<file path="src/inc/modem_regs_pkg.sv">
// Package: register map, field positions, symbol codes and timing for the modem mode/status bank
package modem_regs_pkg;

   // ********************************
   // Register map
   // ********************************
   localparam logic [3:0] ADDR_COMMAND = 4'h0;   // Task command register
   localparam logic [3:0] ADDR_CONTROL = 4'h1;   // Divider and loop bandwidth
   localparam logic [3:0] ADDR_MODE = 4'h2;      // Write-only mode register
   localparam logic [3:0] ADDR_STATUS = 4'h3;    // Status register

   // ********************************
   // Field positions and reset values
   // ********************************
   localparam int MODE_IRQ_EN_BIT = 7;
   localparam int MODE_INVERT_BIT = 6;
   localparam int MODE_TX_BIT = 5;
   localparam int MODE_EYE_BIT = 4;
   localparam int MODE_POWERSAVE_SEL_BIT = 3;
   localparam int STAT_IRQ_BIT = 7;
   localparam int STAT_FREE_BIT = 6;
   localparam int STAT_EMPTY_BIT = 5;
   localparam int STAT_OVF_BIT = 4;
   localparam int CTRL_DIV_LSB = 6;
   localparam int CTRL_BW_LSB = 0;
   localparam logic [7:0] MODE_RESET = 8'h00;
   localparam logic [7:0] CTRL_RESET = 8'h00;

   // ********************************
   // Task codes
   // ********************************
   localparam logic [7:0] TASK_NULL = 8'h00;
   localparam logic [7:0] TASK_RESET = 8'h01;

   // ********************************
   // Loop bandwidth codes
   // ********************************
   localparam logic [1:0] BW_HOLD = 2'h0;
   localparam logic [1:0] BW_WIDE = 2'h3;

   // ********************************
   // Symbol codes, two's complement in units of one
   // ********************************
   localparam logic [2:0] SYM_MID = 3'h0;   // Halfway between +1 and -1

   // ********************************
   // Timing
   // ********************************
   localparam int SETTLE_SYMBOLS = 20;          // Unsettled time after powersave exit
   localparam int DIV_BASE_LOG2 = 9;            // Code 00 divides by 512
   localparam logic [12:0] DIV_BASE = 13'h0200; // 512 clocks per symbol at code 00

   // ********************************
   // Carriers
   // ********************************
   typedef struct packed {
      logic irq_pin_enable;
      logic symbol_invert;
      logic tx_mode;
      logic rx_eye_test;
      logic powersave_sel;
   } mode_bits_t;

   typedef struct packed {
      logic irq_req;
      logic block_buffer_free;
      logic interleave_empty;
      logic deinterleave_overflow;
   } status_bits_t;

endpackage

</file>
<file path="src/modem_mode_status_regs.sv">
// Mode and status register bank of the four-level FSK packet modem
//
// Operation
// - Bandwidth field ignored in transmit, overridden acquiring
// - Hold disables loop feedback, nominal rate
// - Mode bit 7 enables low interrupt pin
// - Mode bit 6 inverts symbol polarity
// - Mode bit 5 selects transmit, cancels task
// - Eye test routes receive signal to output
// - Powersave disables filters, extraction, output buffer
// - Twenty symbols unsettled after leaving powersave
// - Interrupt request set on flag rising edges
// - Status read clears request, releases pin
// - Buffer free clears on real task write
// - Buffer free set with request when ready
// - Reset task or mode change sets free silently
// - Interleave empty set below two symbols
// - Empty silent set, clears, zero in receive
// - Empty buffer feeds mid-level symbol
// - Late receive task sets overflow and request
// - Overflow clears on read, reset, mode change
// - Divider codes give ratios 512 to 4096
`timescale 1ns/1ns
module modem_mode_status_regs
   import modem_regs_pkg::*;
(
   // Clock and reset
   input wire logic sys_clk,
   input wire logic rst,
   // Register port
   input wire logic [3:0] reg_addr,
   input wire logic [7:0] reg_wdata,
   input wire logic reg_wr,
   input wire logic reg_rd,
   output logic [7:0] reg_rdata,
   // Datapath events
   input wire logic tx_task_ready,
   input wire logic rx_task_done,
   input wire logic [1:0] interleave_level,
   input wire logic rx_task_late,
   input wire logic acquire_active,
   input wire logic pll_phase_nudge,
   input wire logic [2:0] tx_symbol_in,
   input wire logic [2:0] rx_eq_symbol,
   // Interrupt pin, open drain
   output logic irq_n_out,
   output logic irq_n_oe,
   // Analog front end controls, settled flag, task cancel and loop bandwidth
   output logic [2:0] transmit_output_pin,
   output logic receive_amp_invert,
   output logic tx_buffer_enable,
   output logic filters_enable,
   output logic extraction_enable,
   output logic outputs_settled,
   output logic task_cancel,
   output logic [1:0] loop_bandwidth_eff
);

   // ********************************
   // State
   // ********************************
   typedef struct packed {
      mode_bits_t mode;           // Mode register
      logic [7:0] control;        // Control register
      status_bits_t stat;         // Status flags
      logic [7:0] rdata;          // Read data
      logic [4:0] settle_cnt;     // Symbols left until settled
      logic empty_clear_pend;     // Empty clear waits for symbol tick
      logic [2:0] tx_out;         // Symbol at transmit output
      logic inv_rx;               // Receive amp polarity
      logic tx_buf_en;            // Output buffer enable
      logic filt_en;              // Filters and extraction enable
      logic settled;              // Outputs settled
      logic cancel;               // Task cancel pulse
      logic [1:0] bw_eff;         // Effective loop bandwidth
      logic irq_oe;               // Interrupt pin driven low
      logic free_d;               // Previous ready/done levels for edges
      logic empty_d;
   } bank_state_t;

   bank_state_t q_reg;
   bank_state_t q_next;
   logic symbol_tick;

   // Symbol-rate enable; loop works only in receive and out of powersave
   symbol_clock_div u_div (
      .sys_clk(sys_clk),
      .rst(rst),
      .clock_divider_field(q_reg.control[CTRL_DIV_LSB +: 2]),
      .loop_bandwidth_sel(q_reg.bw_eff),
      .loop_enable(!q_reg.mode.tx_mode && !q_reg.mode.powersave_sel),
      .phase_nudge(pll_phase_nudge),
      .symbol_tick(symbol_tick)
   );

   // Negate a symbol for polarity inversion
   function automatic logic [2:0] neg_sym(input logic [2:0] s);
      neg_sym = 3'h0 - s;
   endfunction

   // ********************************
   // Next-state logic
   // ********************************
   always_comb begin
      logic mode_wr;
      logic task_wr;
      logic real_task;
      logic silent_set;
      logic mode_change;
      logic stat_rd;
      logic free_rise;
      logic empty_cond;
      logic free_set;
      logic empty_set;
      logic ovf_set;
      logic [2:0] sym;
      mode_bits_t new_mode;
      mode_wr = 1'b0;
      task_wr = 1'b0;
      real_task = 1'b0;
      silent_set = 1'b0;
      mode_change = 1'b0;
      stat_rd = 1'b0;
      free_rise = 1'b0;
      empty_cond = 1'b0;
      free_set = 1'b0;
      empty_set = 1'b0;
      ovf_set = 1'b0;
      sym = SYM_MID;
      new_mode = q_reg.mode;
      q_next = q_reg;
      q_next.cancel = 1'b0;

      // Decode register port strobes
      mode_wr = reg_wr && reg_addr == ADDR_MODE;
      task_wr = reg_wr && reg_addr == ADDR_COMMAND;
      stat_rd = reg_rd && reg_addr == ADDR_STATUS;
      real_task = task_wr && reg_wdata != TASK_NULL && reg_wdata != TASK_RESET;
      if (mode_wr) begin
         // Bits 2-0 are don't care; the host keeps them zero
         new_mode = {reg_wdata[MODE_IRQ_EN_BIT], reg_wdata[MODE_INVERT_BIT], reg_wdata[MODE_TX_BIT],
                     reg_wdata[MODE_EYE_BIT], reg_wdata[MODE_POWERSAVE_SEL_BIT]};
         mode_change = new_mode.tx_mode != q_reg.mode.tx_mode ||
                       new_mode.powersave_sel != q_reg.mode.powersave_sel;
         q_next.mode = new_mode;
         // Any change of direction cancels the current task
         if (new_mode.tx_mode != q_reg.mode.tx_mode) begin
            q_next.cancel = 1'b1;
         end
         // Leaving powersave starts the settling count
         if (q_reg.mode.powersave_sel && !new_mode.powersave_sel) begin
            q_next.settle_cnt = 5'(SETTLE_SYMBOLS);
         end
      end
      if (reg_wr && reg_addr == ADDR_CONTROL) begin
         q_next.control = reg_wdata;
      end
      silent_set = mode_change || (task_wr && reg_wdata == TASK_RESET);

      // Read data: flags as sampled before the clear of this read
      q_next.rdata = 8'h00;
      if (stat_rd) begin
         q_next.rdata[STAT_IRQ_BIT] = q_reg.stat.irq_req;
         q_next.rdata[STAT_FREE_BIT] = q_reg.stat.block_buffer_free;
         q_next.rdata[STAT_EMPTY_BIT] = q_reg.stat.interleave_empty;
         q_next.rdata[STAT_OVF_BIT] = q_reg.stat.deinterleave_overflow;
      end

      // Event detection on the datapath levels
      free_rise = (q_reg.mode.tx_mode ? tx_task_ready : rx_task_done) && !q_reg.free_d;
      q_next.free_d = q_reg.mode.tx_mode ? tx_task_ready : rx_task_done;
      empty_cond = q_reg.mode.tx_mode && interleave_level < 2'h2;
      q_next.empty_d = empty_cond;
      free_set = free_rise && !q_reg.stat.block_buffer_free;
      empty_set = empty_cond && !q_reg.empty_d && !q_reg.stat.interleave_empty;
      ovf_set = !q_reg.mode.tx_mode && rx_task_late && !q_reg.stat.deinterleave_overflow;

      // Buffer free: clear on task, set by hardware wins
      if (real_task) begin
         q_next.stat.block_buffer_free = 1'b0;
      end
      if (free_rise) begin
         q_next.stat.block_buffer_free = 1'b1;
      end
      if (silent_set) begin
         q_next.stat.block_buffer_free = 1'b1;
      end

      // Interleave empty: clear on next symbol tick after a task
      if (real_task) begin
         q_next.empty_clear_pend = 1'b1;
      end
      if (q_reg.empty_clear_pend && symbol_tick) begin
         q_next.stat.interleave_empty = 1'b0;
         q_next.empty_clear_pend = 1'b0;
      end
      if (empty_set) begin
         q_next.stat.interleave_empty = 1'b1;
         q_next.empty_clear_pend = 1'b0;
      end
      if (silent_set) begin
         q_next.stat.interleave_empty = 1'b1;
         q_next.empty_clear_pend = 1'b0;
      end
      if (!q_next.mode.tx_mode) begin
         q_next.stat.interleave_empty = 1'b0;
      end

      // Overflow: clears on read, reset task or mode change; a new event wins
      if (stat_rd || silent_set) begin
         q_next.stat.deinterleave_overflow = 1'b0;
      end
      if (ovf_set) begin
         q_next.stat.deinterleave_overflow = 1'b1;
      end
      if (q_next.mode.tx_mode) begin
         q_next.stat.deinterleave_overflow = 1'b0;
      end

      // Interrupt request: cleared by read, any new set wins
      if (stat_rd) begin
         q_next.stat.irq_req = 1'b0;
      end
      if ((free_set || empty_set) && !silent_set) begin
         q_next.stat.irq_req = 1'b1;
      end
      if (ovf_set) begin
         q_next.stat.irq_req = 1'b1;
      end
      q_next.irq_oe = q_next.mode.irq_pin_enable && q_next.stat.irq_req;

      // Settling counter runs on the symbol enable
      if (symbol_tick && q_reg.settle_cnt != 5'h00 && !(mode_wr && q_next.settle_cnt != q_reg.settle_cnt)) begin
         q_next.settle_cnt = q_reg.settle_cnt - 5'h01;
      end
      q_next.settled = q_next.settle_cnt == 5'h00 && !q_next.mode.powersave_sel;

      // Power domains
      q_next.filt_en = !q_next.mode.powersave_sel;
      q_next.tx_buf_en = !q_next.mode.powersave_sel;

      // Loop bandwidth: ignored in transmit, wide while acquiring
      if (q_next.mode.tx_mode) begin
         q_next.bw_eff = BW_HOLD;
      end else if (acquire_active) begin
         q_next.bw_eff = BW_WIDE;
      end else begin
         q_next.bw_eff = q_next.control[CTRL_BW_LSB +: 2];
      end

      // Transmit output source selection
      if (q_next.mode.powersave_sel) begin
         sym = SYM_MID;
      end else if (!q_next.mode.tx_mode && q_next.mode.rx_eye_test) begin
         sym = rx_eq_symbol;
      end else if (q_next.mode.tx_mode && q_next.stat.interleave_empty) begin
         sym = SYM_MID;
      end else if (q_next.mode.tx_mode) begin
         sym = tx_symbol_in;
      end
      q_next.tx_out = q_next.mode.symbol_invert ? neg_sym(sym) : sym;
      // Receive amp shows +3 below bias unless inverted
      q_next.inv_rx = q_next.mode.symbol_invert;
   end

   // ********************************
   // Registers
   // ********************************
   always_ff @(posedge sys_clk or posedge rst) begin
      if (rst) begin
         q_reg <= '0;
         q_reg.mode <= mode_bits_t'(MODE_RESET[7:3]);
         q_reg.control <= CTRL_RESET;
         q_reg.stat.block_buffer_free <= 1'b1;
         q_reg.filt_en <= 1'b1;
         q_reg.tx_buf_en <= 1'b1;
         q_reg.settled <= 1'b1;
      end else begin
         q_reg <= q_next;
      end
   end

   // Outputs straight from flip-flops; irq_n_out is tied low
   assign reg_rdata = q_reg.rdata;
   assign irq_n_out = 1'b0;
   assign irq_n_oe = q_reg.irq_oe;
   assign transmit_output_pin = q_reg.tx_out;
   assign receive_amp_invert = q_reg.inv_rx;
   assign tx_buffer_enable = q_reg.tx_buf_en;
   assign filters_enable = q_reg.filt_en;
   assign extraction_enable = q_reg.filt_en;
   assign outputs_settled = q_reg.settled;
   assign task_cancel = q_reg.cancel;
   assign loop_bandwidth_eff = q_reg.bw_eff;

   // ********************************
   // Assertions
   // ********************************
   property p_irq_pin;
      @(posedge sys_clk) disable iff (rst) irq_n_oe == (q_reg.mode.irq_pin_enable && q_reg.stat.irq_req);
   endproperty
   a_irq_pin: assert property (p_irq_pin) else $error("irq pin mismatch");
   property p_rd_clear;
      @(posedge sys_clk) disable iff (rst) (reg_rd && reg_addr == ADDR_STATUS && !rx_task_late
         && !tx_task_ready && !rx_task_done && !(q_reg.mode.tx_mode && interleave_level < 2'h2))
         |=> !q_reg.stat.irq_req && !irq_n_oe;
   endproperty
   a_rd_clear: assert property (p_rd_clear) else $error("read did not clear request");
   property p_rd_value;
      @(posedge sys_clk) disable iff (rst) (reg_rd && reg_addr == ADDR_STATUS)
         |=> reg_rdata[STAT_IRQ_BIT] == $past(q_reg.stat.irq_req);
   endproperty
   a_rd_value: assert property (p_rd_value) else $error("read value not pre-clear");
   property p_task_free;
      @(posedge sys_clk) disable iff (rst) (reg_wr && reg_addr == ADDR_COMMAND && reg_wdata != TASK_NULL
         && reg_wdata != TASK_RESET && !tx_task_ready && !rx_task_done) |=> !q_reg.stat.block_buffer_free;
   endproperty
   a_task_free: assert property (p_task_free) else $error("free not cleared by task");
   property p_silent;
      @(posedge sys_clk) disable iff (rst) (reg_wr && reg_addr == ADDR_COMMAND && reg_wdata == TASK_RESET)
         |=> q_reg.stat.block_buffer_free && !q_reg.stat.deinterleave_overflow;
   endproperty
   a_silent: assert property (p_silent) else $error("reset task effect missing");
   property p_rx_empty;
      @(posedge sys_clk) disable iff (rst) !q_reg.mode.tx_mode |-> !q_reg.stat.interleave_empty;
   endproperty
   a_rx_empty: assert property (p_rx_empty) else $error("empty set in receive");
   property p_tx_ovf;
      @(posedge sys_clk) disable iff (rst) q_reg.mode.tx_mode |-> !q_reg.stat.deinterleave_overflow;
   endproperty
   a_tx_ovf: assert property (p_tx_ovf) else $error("overflow set in transmit");
   property p_ovf_irq;
      @(posedge sys_clk) disable iff (rst) $rose(q_reg.stat.deinterleave_overflow) |-> q_reg.stat.irq_req;
   endproperty
   a_ovf_irq: assert property (p_ovf_irq) else $error("overflow without request");
   property p_powersave_sel;
      @(posedge sys_clk) disable iff (rst) q_reg.mode.powersave_sel |-> !filters_enable && !tx_buffer_enable;
   endproperty
   a_powersave_sel: assert property (p_powersave_sel) else $error("powersave not applied");
   property p_bw_tx;
      @(posedge sys_clk) disable iff (rst) q_reg.mode.tx_mode |-> loop_bandwidth_eff == BW_HOLD;
   endproperty
   a_bw_tx: assert property (p_bw_tx) else $error("bandwidth used in transmit");
   c_irq: cover property (@(posedge sys_clk) disable iff (rst) $rose(irq_n_oe));
   c_ovf: cover property (@(posedge sys_clk) disable iff (rst) $rose(q_reg.stat.deinterleave_overflow));
   c_empty: cover property (@(posedge sys_clk) disable iff (rst) $rose(q_reg.stat.interleave_empty));
   c_settle: cover property (@(posedge sys_clk) disable iff (rst) $rose(outputs_settled));

endmodule

</file>
<file path="src/symbol_clock_div.sv">
// Symbol-rate enable divider with loop bandwidth steering
`timescale 1ns/1ns
module symbol_clock_div
   import modem_regs_pkg::*;
(
   // Clock and reset
   input wire logic sys_clk,
   input wire logic rst,
   // Configuration
   input wire logic [1:0] clock_divider_field,
   input wire logic [1:0] loop_bandwidth_sel,
   input wire logic loop_enable,
   input wire logic phase_nudge,
   // Output
   output logic symbol_tick
);

   // ********************************
   // State
   // ********************************
   typedef struct packed {
      logic [12:0] count;
      logic tick;
   } div_state_t;

   div_state_t q_reg;
   div_state_t q_next;
   logic [12:0] period;

   // Division ratio 512 << code
   always_comb begin
      period = DIV_BASE << clock_divider_field;
   end

   // Next state: in hold or with the loop off, the count runs at the nominal period only
   always_comb begin
      q_next = q_reg;
      q_next.tick = 1'b0;
      if (q_reg.count >= period - 13'h0001) begin
         q_next.count = 13'h0000;
         q_next.tick = 1'b1;
      end else if (loop_enable && loop_bandwidth_sel != BW_HOLD && phase_nudge) begin
         // Feedback advances phase by one clock; no tracked frequency is kept
         q_next.count = q_reg.count + 13'h0002;
      end else begin
         q_next.count = q_reg.count + 13'h0001;
      end
   end

   // Register
   always_ff @(posedge sys_clk or posedge rst) begin
      if (rst) begin
         q_reg <= '0;
      end else begin
         q_reg <= q_next;
      end
   end

   assign symbol_tick = q_reg.tick;

endmodule

</file>
<file path="config.mk">
export PLATFORM = sky130hd
export DESIGN_NAME = modem_mode_status_regs
export DESIGN_NICKNAME = d
export VERILOG_FILES = /design/src/inc/modem_regs_pkg.sv /design/src/modem_mode_status_regs.sv /design/src/symbol_clock_div.sv
export SDC_FILE = /design/constraint.sdc
export NUM_CORES = 1
export LEC_CHECK = 0
export ABC_AREA = 1
export BUFFER_PORTS_ARGS = -buffer_cell sky130_fd_sc_hd__clkbuf_2
export CORE_UTILIZATION = 35
export DETAILED_ROUTE_END_ITERATION = 10
export HOLD_SLACK_MARGIN = 0.1
export SLEW_MARGIN = 20
export SYNTH_ARGS = -nofsm -noshare
export SYNTH_HDL_FRONTEND = slang
export SYNTH_SLANG_ARGS = --single-unit
</file>
<file path="constraint.sdc">
create_clock -name sys_clk -period 2.4 [get_ports sys_clk]
set_input_delay 0.12 -clock sys_clk [delete_from_list [all_inputs] [get_ports sys_clk]]
set_output_delay 0.12 -clock sys_clk [all_outputs]
set_load 0.01 [all_outputs]
</file>
-- Yosys cells after proc, flatten, opt, wreduce, memory -nomap -nowiden
Index checks and enable logic that the tools add are counted.
- register bits: 52
- bits of input ports: 29
- output and inout port bits: 21
- logic and storage cells: 128
- $add $sub $neg: 5
- $lt $le $gt $ge: 2
- equal/unequal tests: 8
- shifts and indexed selects: 1
- mux-type cells: 37
- reduce and logical (&&, ||, !) cells: 51
- operator list (kind ; count):
    1-bit logical AND ; 27
    13-bit two-way mux ; 2
    1-bit two-way mux ; 22
    5-bit two-way mux ; 4
    3-bit two-way mux ; 5
    13-bit by 1-bit adder with 13-bit output (second input constant) ; 1
    13-bit by 2-bit adder with 13-bit output (second input constant) ; 1
    13-bit greater-or-equal comparator ; 1
    10-bit by 2-bit left shift with 13-bit output (first input constant) ; 1
    13-bit by 1-bit subtractor with 13-bit output (second input constant) ; 1
    1-bit zero test ; 12
    4-bit by 2-bit == test with 1-bit output (second input constant) ; 2
    8-bit by 1-bit == test with 1-bit output (second input constant) ; 1
    8-bit by 1-bit != test with 1-bit output (second input constant) ; 1
    8-bit nonzero test ; 1
    2-bit two-way mux ; 3
    3-bit nonzero test ; 2
    5-bit zero test ; 1
    5-bit != test ; 1
    5-bit nonzero test ; 1
    5-bit by 1-bit subtractor with 5-bit output (second input constant) ; 1
    4-bit by 1-bit == test with 1-bit output (second input constant) ; 1
    4-bit zero test ; 1
    1-bit logical OR ; 4
    6 further kinds ; 7

-- Depth between registers and ports, before layout
Gate-level depths: netlist (run 1).
- depth after elaboration: 13
- mapped depth: 14
- depth with buffers taken out: 14

-- Cells and area by module
A second synthesis (run 1) with hierarchy kept.
- cells, all modules: 370
- area total of the unflattened synthesis: 2872.8 um2
- by module, submodules not included (module ; times used ; cells an instance ; area an instance (um2) ; seq. area each (um2)):
    modem_mode_status_regs ; 1 ; 215 ; 1835.5 ; 854.6
    symbol_clock_div ; 1 ; 155 ; 1037.2 ; 350.3

-- Worst setup path after synthesis (run 1)
Ideal clock, no wire load.
- path kind: reg-to-reg
- start point: reg q_reg[39] (netlist bit)
- end point: reg q_reg (netlist bit transmit_output_pin[2])
- arrival: 1573 ps
- data required time: 2284 ps
- slack: 710 ps
- stages on the path, launching flop included: 12
- buffers on the path: 0
- period minus slack after synthesis: 1690 ps
- cells stage by stage: dfrtp_1 -> ha_1 -> nand3_1 -> nand2_1 -> nand3_1 -> nor2_1 -> o21ai_2 -> ha_1 -> nor2_1 -> inv_1 -> nand3_1 -> nand2_1
- RTL lines (what ; line ; text):
    start, declared ; modem_mode_status_regs.sv:81 ; bank_state_t q_reg;
    start signal, assigned ; modem_mode_status_regs.sv:279 ; q_reg <= q_next;

==> results of run 1 <==
[cells in the final DEF (no fill, tap or decap), types with 2 or more instances in the layout]
master         synthesis  layout
nand2_1               61      61
inv_1                 47      46
dfrtp_1               45      45
clkbuf_2               0      43
nor2_1                34      34
nand3_1               24      24
a21oi_1               11      11
nand4_1               10      10
ha_1                   8       8
inv_2                  6       7
nand2_2                7       7
o21ai_0                7       7
dlygate4sd3_1          0       7
o21ai_1                6       6
xor2_1                 6       6
conb_1                 1       5
clkbuf_8               0       5
nand3b_1               4       4
nor3_1                 4       4
nor2_4                 3       3
o21ai_2                3       3
nor2_2                 3       3
bufinv_16              0       3
dfstp_2                3       3
buf_4                 17       3
nand3_2                2       2
nand2_4                2       2
or2_2                  2       2
[worst reg2reg max path, stage by stage, from the launching register on]
cell and delay, ps:
dfrtp_1 390, ha_1 280, nand3_1 90, nand2_1 90, nand3_1 170, o21ai_1 230
nand2_1 80, ha_1 180, nor2_1 130, inv_1 50, nand3_1 70, nand2_1 50
[power by group]
group          total [µW]  internal [µW]  switching, µW
clock                 802            521            281
combinational         738            283            454
sequential           1090            971            115
total                2630           1780            850
[per-layer routing]
layer	vias up	routed length (µm)	share of wire (%)
li1	1121	-	-
met1	1015	2770	50
met5	-	0	0
met4	0	78	1.4
met3	5	197	3.5
met2	46	2540	46
[cell families (layout without fill, tap and decap cells)]
logic type,Yosys count,in the layout
other,1,5
xor gates and xnor gates,7,7
adders and majority gates,8,8
buffers and inverters,71,114
DFF,48,48
AOI/OAI and AO/OA,33,33
and+or+nand+nor,161,161
muxes,1,1
[synthesized netlist by cell type, types with 2 or more instances]
master / count
nand3_2: 2
buf_4: 17
nand4_1: 10
dfrtp_1: 45
a21oi_1: 11
nor2_2: 3
o21ai_1: 6
nor2_1: 34
nand2_2: 7
nor3_1: 4
ha_1: 8
nand2_4: 2
o21ai_2: 3
xor2_1: 6
or2_2: 2
inv_1: 47
nor2_4: 3
nand3b_1: 4
inv_2: 6
dfstp_2: 3
o21ai_0: 7
nand3_1: 24
nand2_1: 61
[timing repair]
action                                 CTS  global route
setup endpoints to repair                0             0
hold buffers                             7             0
endpoints found under the hold margin   22             0
[per-stage QoR]
stage	instance area [µm²]	instances	power [µW]	util (%)
final	3210	476	2630	43.3
after global routing	3210	476	2820	43.3
after CTS	3210	476	2660	43.3
after detailed placement	2980	461	1830	40.2
after global placement	2980	461	1810	40.2
after floorplan	2760	334	1660	-
[path summary, 6_finish.rpt]
path | from | end | slack, ps | cells after the start
setup / recovery | reg_wdata[3] | transmit_output_pin[2] | 340 | 14
hold / removal | reg_wdata[6] | receive_amp_invert | 120 | 3
setup reg to reg | q_reg[39] | transmit_output_pin[2] | 480 | 11
hold reg to reg | q_reg[29] | reg_rdata[6] | 490 | 2
max in group asynchronous | rst | extraction_enable | 1430 | 4
min in group asynchronous | rst | q_reg[13] | 320 | 3
[layout make-up]
type	instances	area (µm²)
well taps	99	124
clock inverters	3	90.1
clock buffers	5	68.8
inverters	53	199
multi-input cells	215	1210
flip-flops and latches	48	1200
repair buffers	53	308
fillers	775	4200
==> impl_metrics.csv, run 1 <==
group,metric,value,unit
clock_tree,cts_tree,"done",
clock_tree,root_buffer,"clkbuf_8",
placed_design,dp_slack,503,ps
cells_and_area,largest_reg_flops,20,
drt,via_count,2187,
drt,drt_iter0_drc,51,
power_and_ir_drop,leakagePower,0.00167,µW
drt,route.detailed.vias_per_inst,4.59,
floorplanning,rows,31,
sta,final.setup.tns,0,ps
floorplanning,io_pins,50,
power_and_ir_drop,irDropWorstVdd,0.463,mV
clock_tree,cts_max_path_buffers,2,
clock_tree,insertion_delay,300,ps
setup_path,crit_family,"buffers and inverters",
drt,ant_nets,0,
global_route,grt_pass1_wl,9490,µm
floorplanning,die_y,90.5,µm
sta,setup_viol,0,
sta,hold_viol_final,0,
worst_hold_path,hold_path.class,"in -> reg",
setup_path,arrival,2270,ps
placed_design,gp_congestion,0.837,
power_and_ir_drop,powerDensity,818,mW/mm²
cells_and_area,nets,413,
outcome,status,"finished clean",
setup_path,cp.required,2600,ps
setup_path,critPathBufInv,4,
clock_tree,cts_setup_buffers,0,
drt,drtPass1Iterations,4,
synthesis,ys_seq_area_share,43.9,%
floorplanning,dieWidth,90.5,µm
drt,wirelength,5590,µm
global_route,grt_max_degree,19,
setup_path,slowest_delay,520,ps
drt,drc,0,
clock_tree,cts.htree.levels,2,
synthesis,ys.flop_type,"dfrtp_1",
synthesis,syn_avg_cell_area,8.31,µm²
cells_and_area,drive_gt1_share,24.4,%
clock_tree,cts_inserted_buffers,5,
synthesis,synth_async_sr_flop_share,100,%
synthesis,ys_seq_elements,48,
setup_path,end_kind,"register",
synthesis,synth_warnings,0,
floorplanning,die-area,0.00819,mm²
cells_and_area,areaGrowthSynthToFinish,17.0,%
sta,final_max_slew_viol_count,0,
clock_tree,cts-resized-gates,0,
clock_tree,cts.sinks,48,
placed_design,port_buffers,43,
synthesis,synth_compound_area_share,7.57,%
setup_path,crit_path_start_kind,"input pin",
cells_and_area,diodes,0,
synthesis,synthCells,330,
sta,layout_setup_ws,337,ps
global_route,grtUsageMet1,19.2,%
placed_design,hpwl,4280,µm
floorplanning,core_area,0.00741,mm²
synthesis,netlist_area,0.00274,mm²
sta,rsz0062_at_grt,"false",
sta,hold_ws,117,ps
synthesis,synth_top_cell_by_area,"dfrtp_1",
synthesis,synthMuxAreaShare,0.365,%
synthesis,synth_xor_area_share,2.24,%
synthesis,synth_simple_gate_area_share,29.8,%
sta,fmax,485,MHz
synthesis,synth_cell_types,38,
job,maxCapViolations,0,
global_route,grt_pass1_vias,2066,
setup_path,path_cells,"dlygate4sd3_1, clkbuf_2, inv_1, ha_1, nand3_1, nand2_1, nand3_1, o21ai_1, nand2_1, ha_1, nor2_1, inv_1, nand3_1, nand2_1",
sta,post-route-period-util,85.9,%
global_route,grt.total_usage,14.7,%
global_route,overflow,0,
synthesis,synth.top_cell.area_share,41.1,%
synthesis,synth_adder_area_share,3.65,%
synthesis,synthTopCellsByArea,"dfrtp_1 (41%), nand2_1 (8.3%), inv_1 (6.4%), buf_4 (4.7%), nor2_1 (4.7%)",
global_route,antenna_found_initial,0,
clock_tree,path_clk_slew,90,ps
floorplanning,initial_core_util,37.0,%
setup_path,crit_fanout,4,
setup_path,crit_path_top_delay_cell,"dlygate4sd3_1",
synthesis,synth_top_family_by_area,"simple AND/OR/NAND/NOR gates",
global_route,grtUsageMet3,2.53,%
setup_path,path_class,"in -> reg",
sta,fin_crit,2060,ps
global_route,busiest_layer,"met2",
synthesis,synth_edf_count,0,
global_route,use_met2,24.1,%
drt,wl_per_cell,11.7,µm
sta,clock_skew,7.49,ps
(Power assumes the default switching activity.)
==> run 2: changes to the inputs <==
CORE_UTILIZATION = 51   (was 35)
PLACE_DENSITY = 0.74   (was not set)
==> run 2 against run 1 <==
  * Cell area decreased by 3.2%
  * Wire length is 2.7% lower
  * Worst setup slack got worse by 26 ps
  * Flip-flop and latch count unchanged
  * Largest power group unchanged
  * Final cell count fell by 6.1%
  * Sequential power is essentially flat
  * Clock skew fell by 1.7 ps
  * Non-clock buffer count unchanged
==> impl_metrics.csv, run 2 (synthesis gave the netlist of run 1 again) <==
group,metric,value,unit
outcome,status,"finished clean",
cells_and_area,fin_util,60.4,%
sta,rsz0062_at_grt,"false",
global_route,grt_max_degree,38,
global_route,grt_pass1_wl,8940,µm
power_and_ir_drop,irDropWorstVdd,0.451,mV
global_route,overflow,0,
sta,final.setup.tns,0,ps
clock_tree,cts_setup_buffers,0,
setup_path,crit_fanout,4,
cells_and_area,largest_reg_flops,20,
setup_path,crit_path_top_delay_cell,"dlygate4sd3_1",
sta,post-route-period-util,87.0,%
cells_and_area,fill_cells,484,
clock_tree,insertion_delay,300,ps
sta,setup_viol,0,
drt,drt_iter0_drc,155,
global_route,use_met2,33.8,%
drt,wl_per_cell,12.2,µm
cells_and_area,diodes,0,
placed_design,hpwl,4070,µm
clock_tree,cts_inserted_buffers,5,
drt,ant_nets,0,
clock_tree,cts.sinks,48,
global_route,busiest_layer,"met2",
floorplanning,initial_core_util,53.4,%
setup_path,cp.required,2600,ps
global_route,grt_pass1_vias,2029,
worst_hold_path,min_from,"reg_wdata[7]",
drt,drc,0,
power_and_ir_drop,p_comb_share,31.9,%
job,maxCapViolations,0,
sta,fmax,479,MHz
drt,wirelength,5440,µm
power_and_ir_drop,powerDensity,747,mW/mm²
sta,fin_crit,2090,ps
setup_path,path_cells,"dlygate4sd3_1, clkbuf_2, inv_1, ha_1, nand3_1, nand2_1, nand3_1, o21ai_1, nand2_1, ha_1, nor2_1, inv_1, nand3_1, nand2_1",
setup_path,slowest_delay,520,ps
worst_hold_path,whs_endpoint,"q_reg[38]",
cells_and_area,final_common_cell,"nand2_1",
cells_and_area,layout_common_cells,"nand2_1 (61), inv_1 (46), dfrtp_1 (45), clkbuf_2 (43), nor2_1 (34)",
worst_hold_path,hold_path.class,"in -> reg",
clock_tree,cts.htree.levels,2,
power_and_ir_drop,switching_share,35.8,%
clock_tree,cts_tree,"done",
power_and_ir_drop,leakagePower,0.00163,µW
drt,via_count,2211,
sta,hold_viol_final,0,
worst_hold_path,holdPathStages,3,
floorplanning,core_area,0.00514,mm²
power_and_ir_drop,seqPwrFrac,46.7,%
global_route,grt.total_usage,21.0,%
setup_path,r2r_end,"transmit_output_pin[2]",
cells_and_area,drive_gt1_share,23.6,%
power_and_ir_drop,p_int,1490,µW
power_and_ir_drop,p_sw,830,µW
floorplanning,rows,26,
sta,final_max_slew_viol_count,0,
placed_design,port_buffers,43,
sta,clock_skew,5.77,ps
clock_tree,path_clk_slew,90,ps
global_route,grtUsageMet1,28.1,%
setup_path,end_kind,"register",
floorplanning,dieWidth,75.3,µm
placed_design,gp_congestion,0.877,
floorplanning,io_pins,50,
drt,drtPass1Iterations,4,
setup_path,r2r_cells,11,
clock_tree,root_buffer,"clkbuf_8",
global_route,grtUsageMet3,4.37,%
clock_tree,cts_max_path_buffers,2,
setup_path,ff2ff_setup_slack,480,ps
floorplanning,die-area,0.00567,mm²
cells_and_area,nets,413,
setup_path,worst_r2r_startpoint,"q_reg[39]",
floorplanning,die_y,75.3,µm
setup_path,crit_path_start_kind,"input pin",
cells_and_area,areaGrowthSynthToFinish,13.3,%
global_route,antenna_found_initial,0,
setup_path,path_class,"in -> reg",
setup_path,arrival,2290,ps
power_and_ir_drop,pwr-share-clk,21.3,%
drt,route.detailed.vias_per_inst,4.95,
-- run 2: changes by cell type in the layout (fill, tap and decap cells not counted) --
cell / previous run / this run
bufinv_16: 3 / 0
clkbuf_1: 0 / 2
buf_4: 3 / 2
clkbuf_8: 5 / 6
dlygate4sd3_1: 7 / 8
-- run 2: layout make-up --
cell class              count  area [µm²]  share of cell area [%]
flip-flops and latches     48        1200                    38.8
well taps                  70        87.6                    2.82
repair buffers             53         310                    9.99
multi-input cells         215        1210                    39.1
clock buffers               8        90.1                    2.90
inverters                  53         199                    6.40
-- run 2: worst max-delay path: cells and delay by family --
| kind | cells | cell delay [ps] |
|---|---|---|
| compound gates | 1 | 240 |
| simple gates | 7 | 680 |
| buf+inv | 4 | 780 |
| fa+ha+maj | 2 | 480 |
-- run 2: per-stage QoR --
stage	hold slack [ps]	instances	total power (µW)	setup WS, ps	instance area, µm²
2_1_floorplan	207	334	1660	710	2760
3_3_place_gp	45.4	431	1800	556	2940
3_5_place_dp	46.0	431	1830	510	2940
4_1_cts	112	447	2340	352	3110
5_1_grt	142	447	2490	78.1	3110
6_report	127	447	2320	311	3110
-- run 2: worst max path at each step --
stage	slack, ps	cells past startpoint	from	end
floorplan	710	11	q_reg[39]	transmit_output_pin[2]
global placement	560	11	q_reg[39]	transmit_output_pin[2]
detailed placement	510	11	q_reg[39]	transmit_output_pin[2]
CTS	350	14	reg_wdata[3]	transmit_output_pin[2]
global route	80	14	reg_wdata[3]	transmit_output_pin[2]
finish	310	14	reg_wdata[3]	transmit_output_pin[2]
-- run 2: power by group through the flow --
stage | registers [µW] | logic, µW | clock network (µW)
global route | 1100 | 850 | 538
CTS | 1080 | 747 | 511
detailed placement | 1100 | 728 | 0
floorplan | 1080 | 582 | 0
finish | 1080 | 741 | 496
global placement | 1090 | 707 | 0
-- run 2: metal layers --
layer  share of wire [%]  up-vias
met5                   0        -
met4                 1.5        0
met3                 4.2        8
met2                  49       56
met1                  45     1032
li1                    -     1115
-- run 2: what timing repair did --
action | CTS | global route
hold endpoints to repair | 18 | 0
resized for setup | 0 | 0
setup endpoints to repair | 0 | 0
hold buffers | 8 | 0
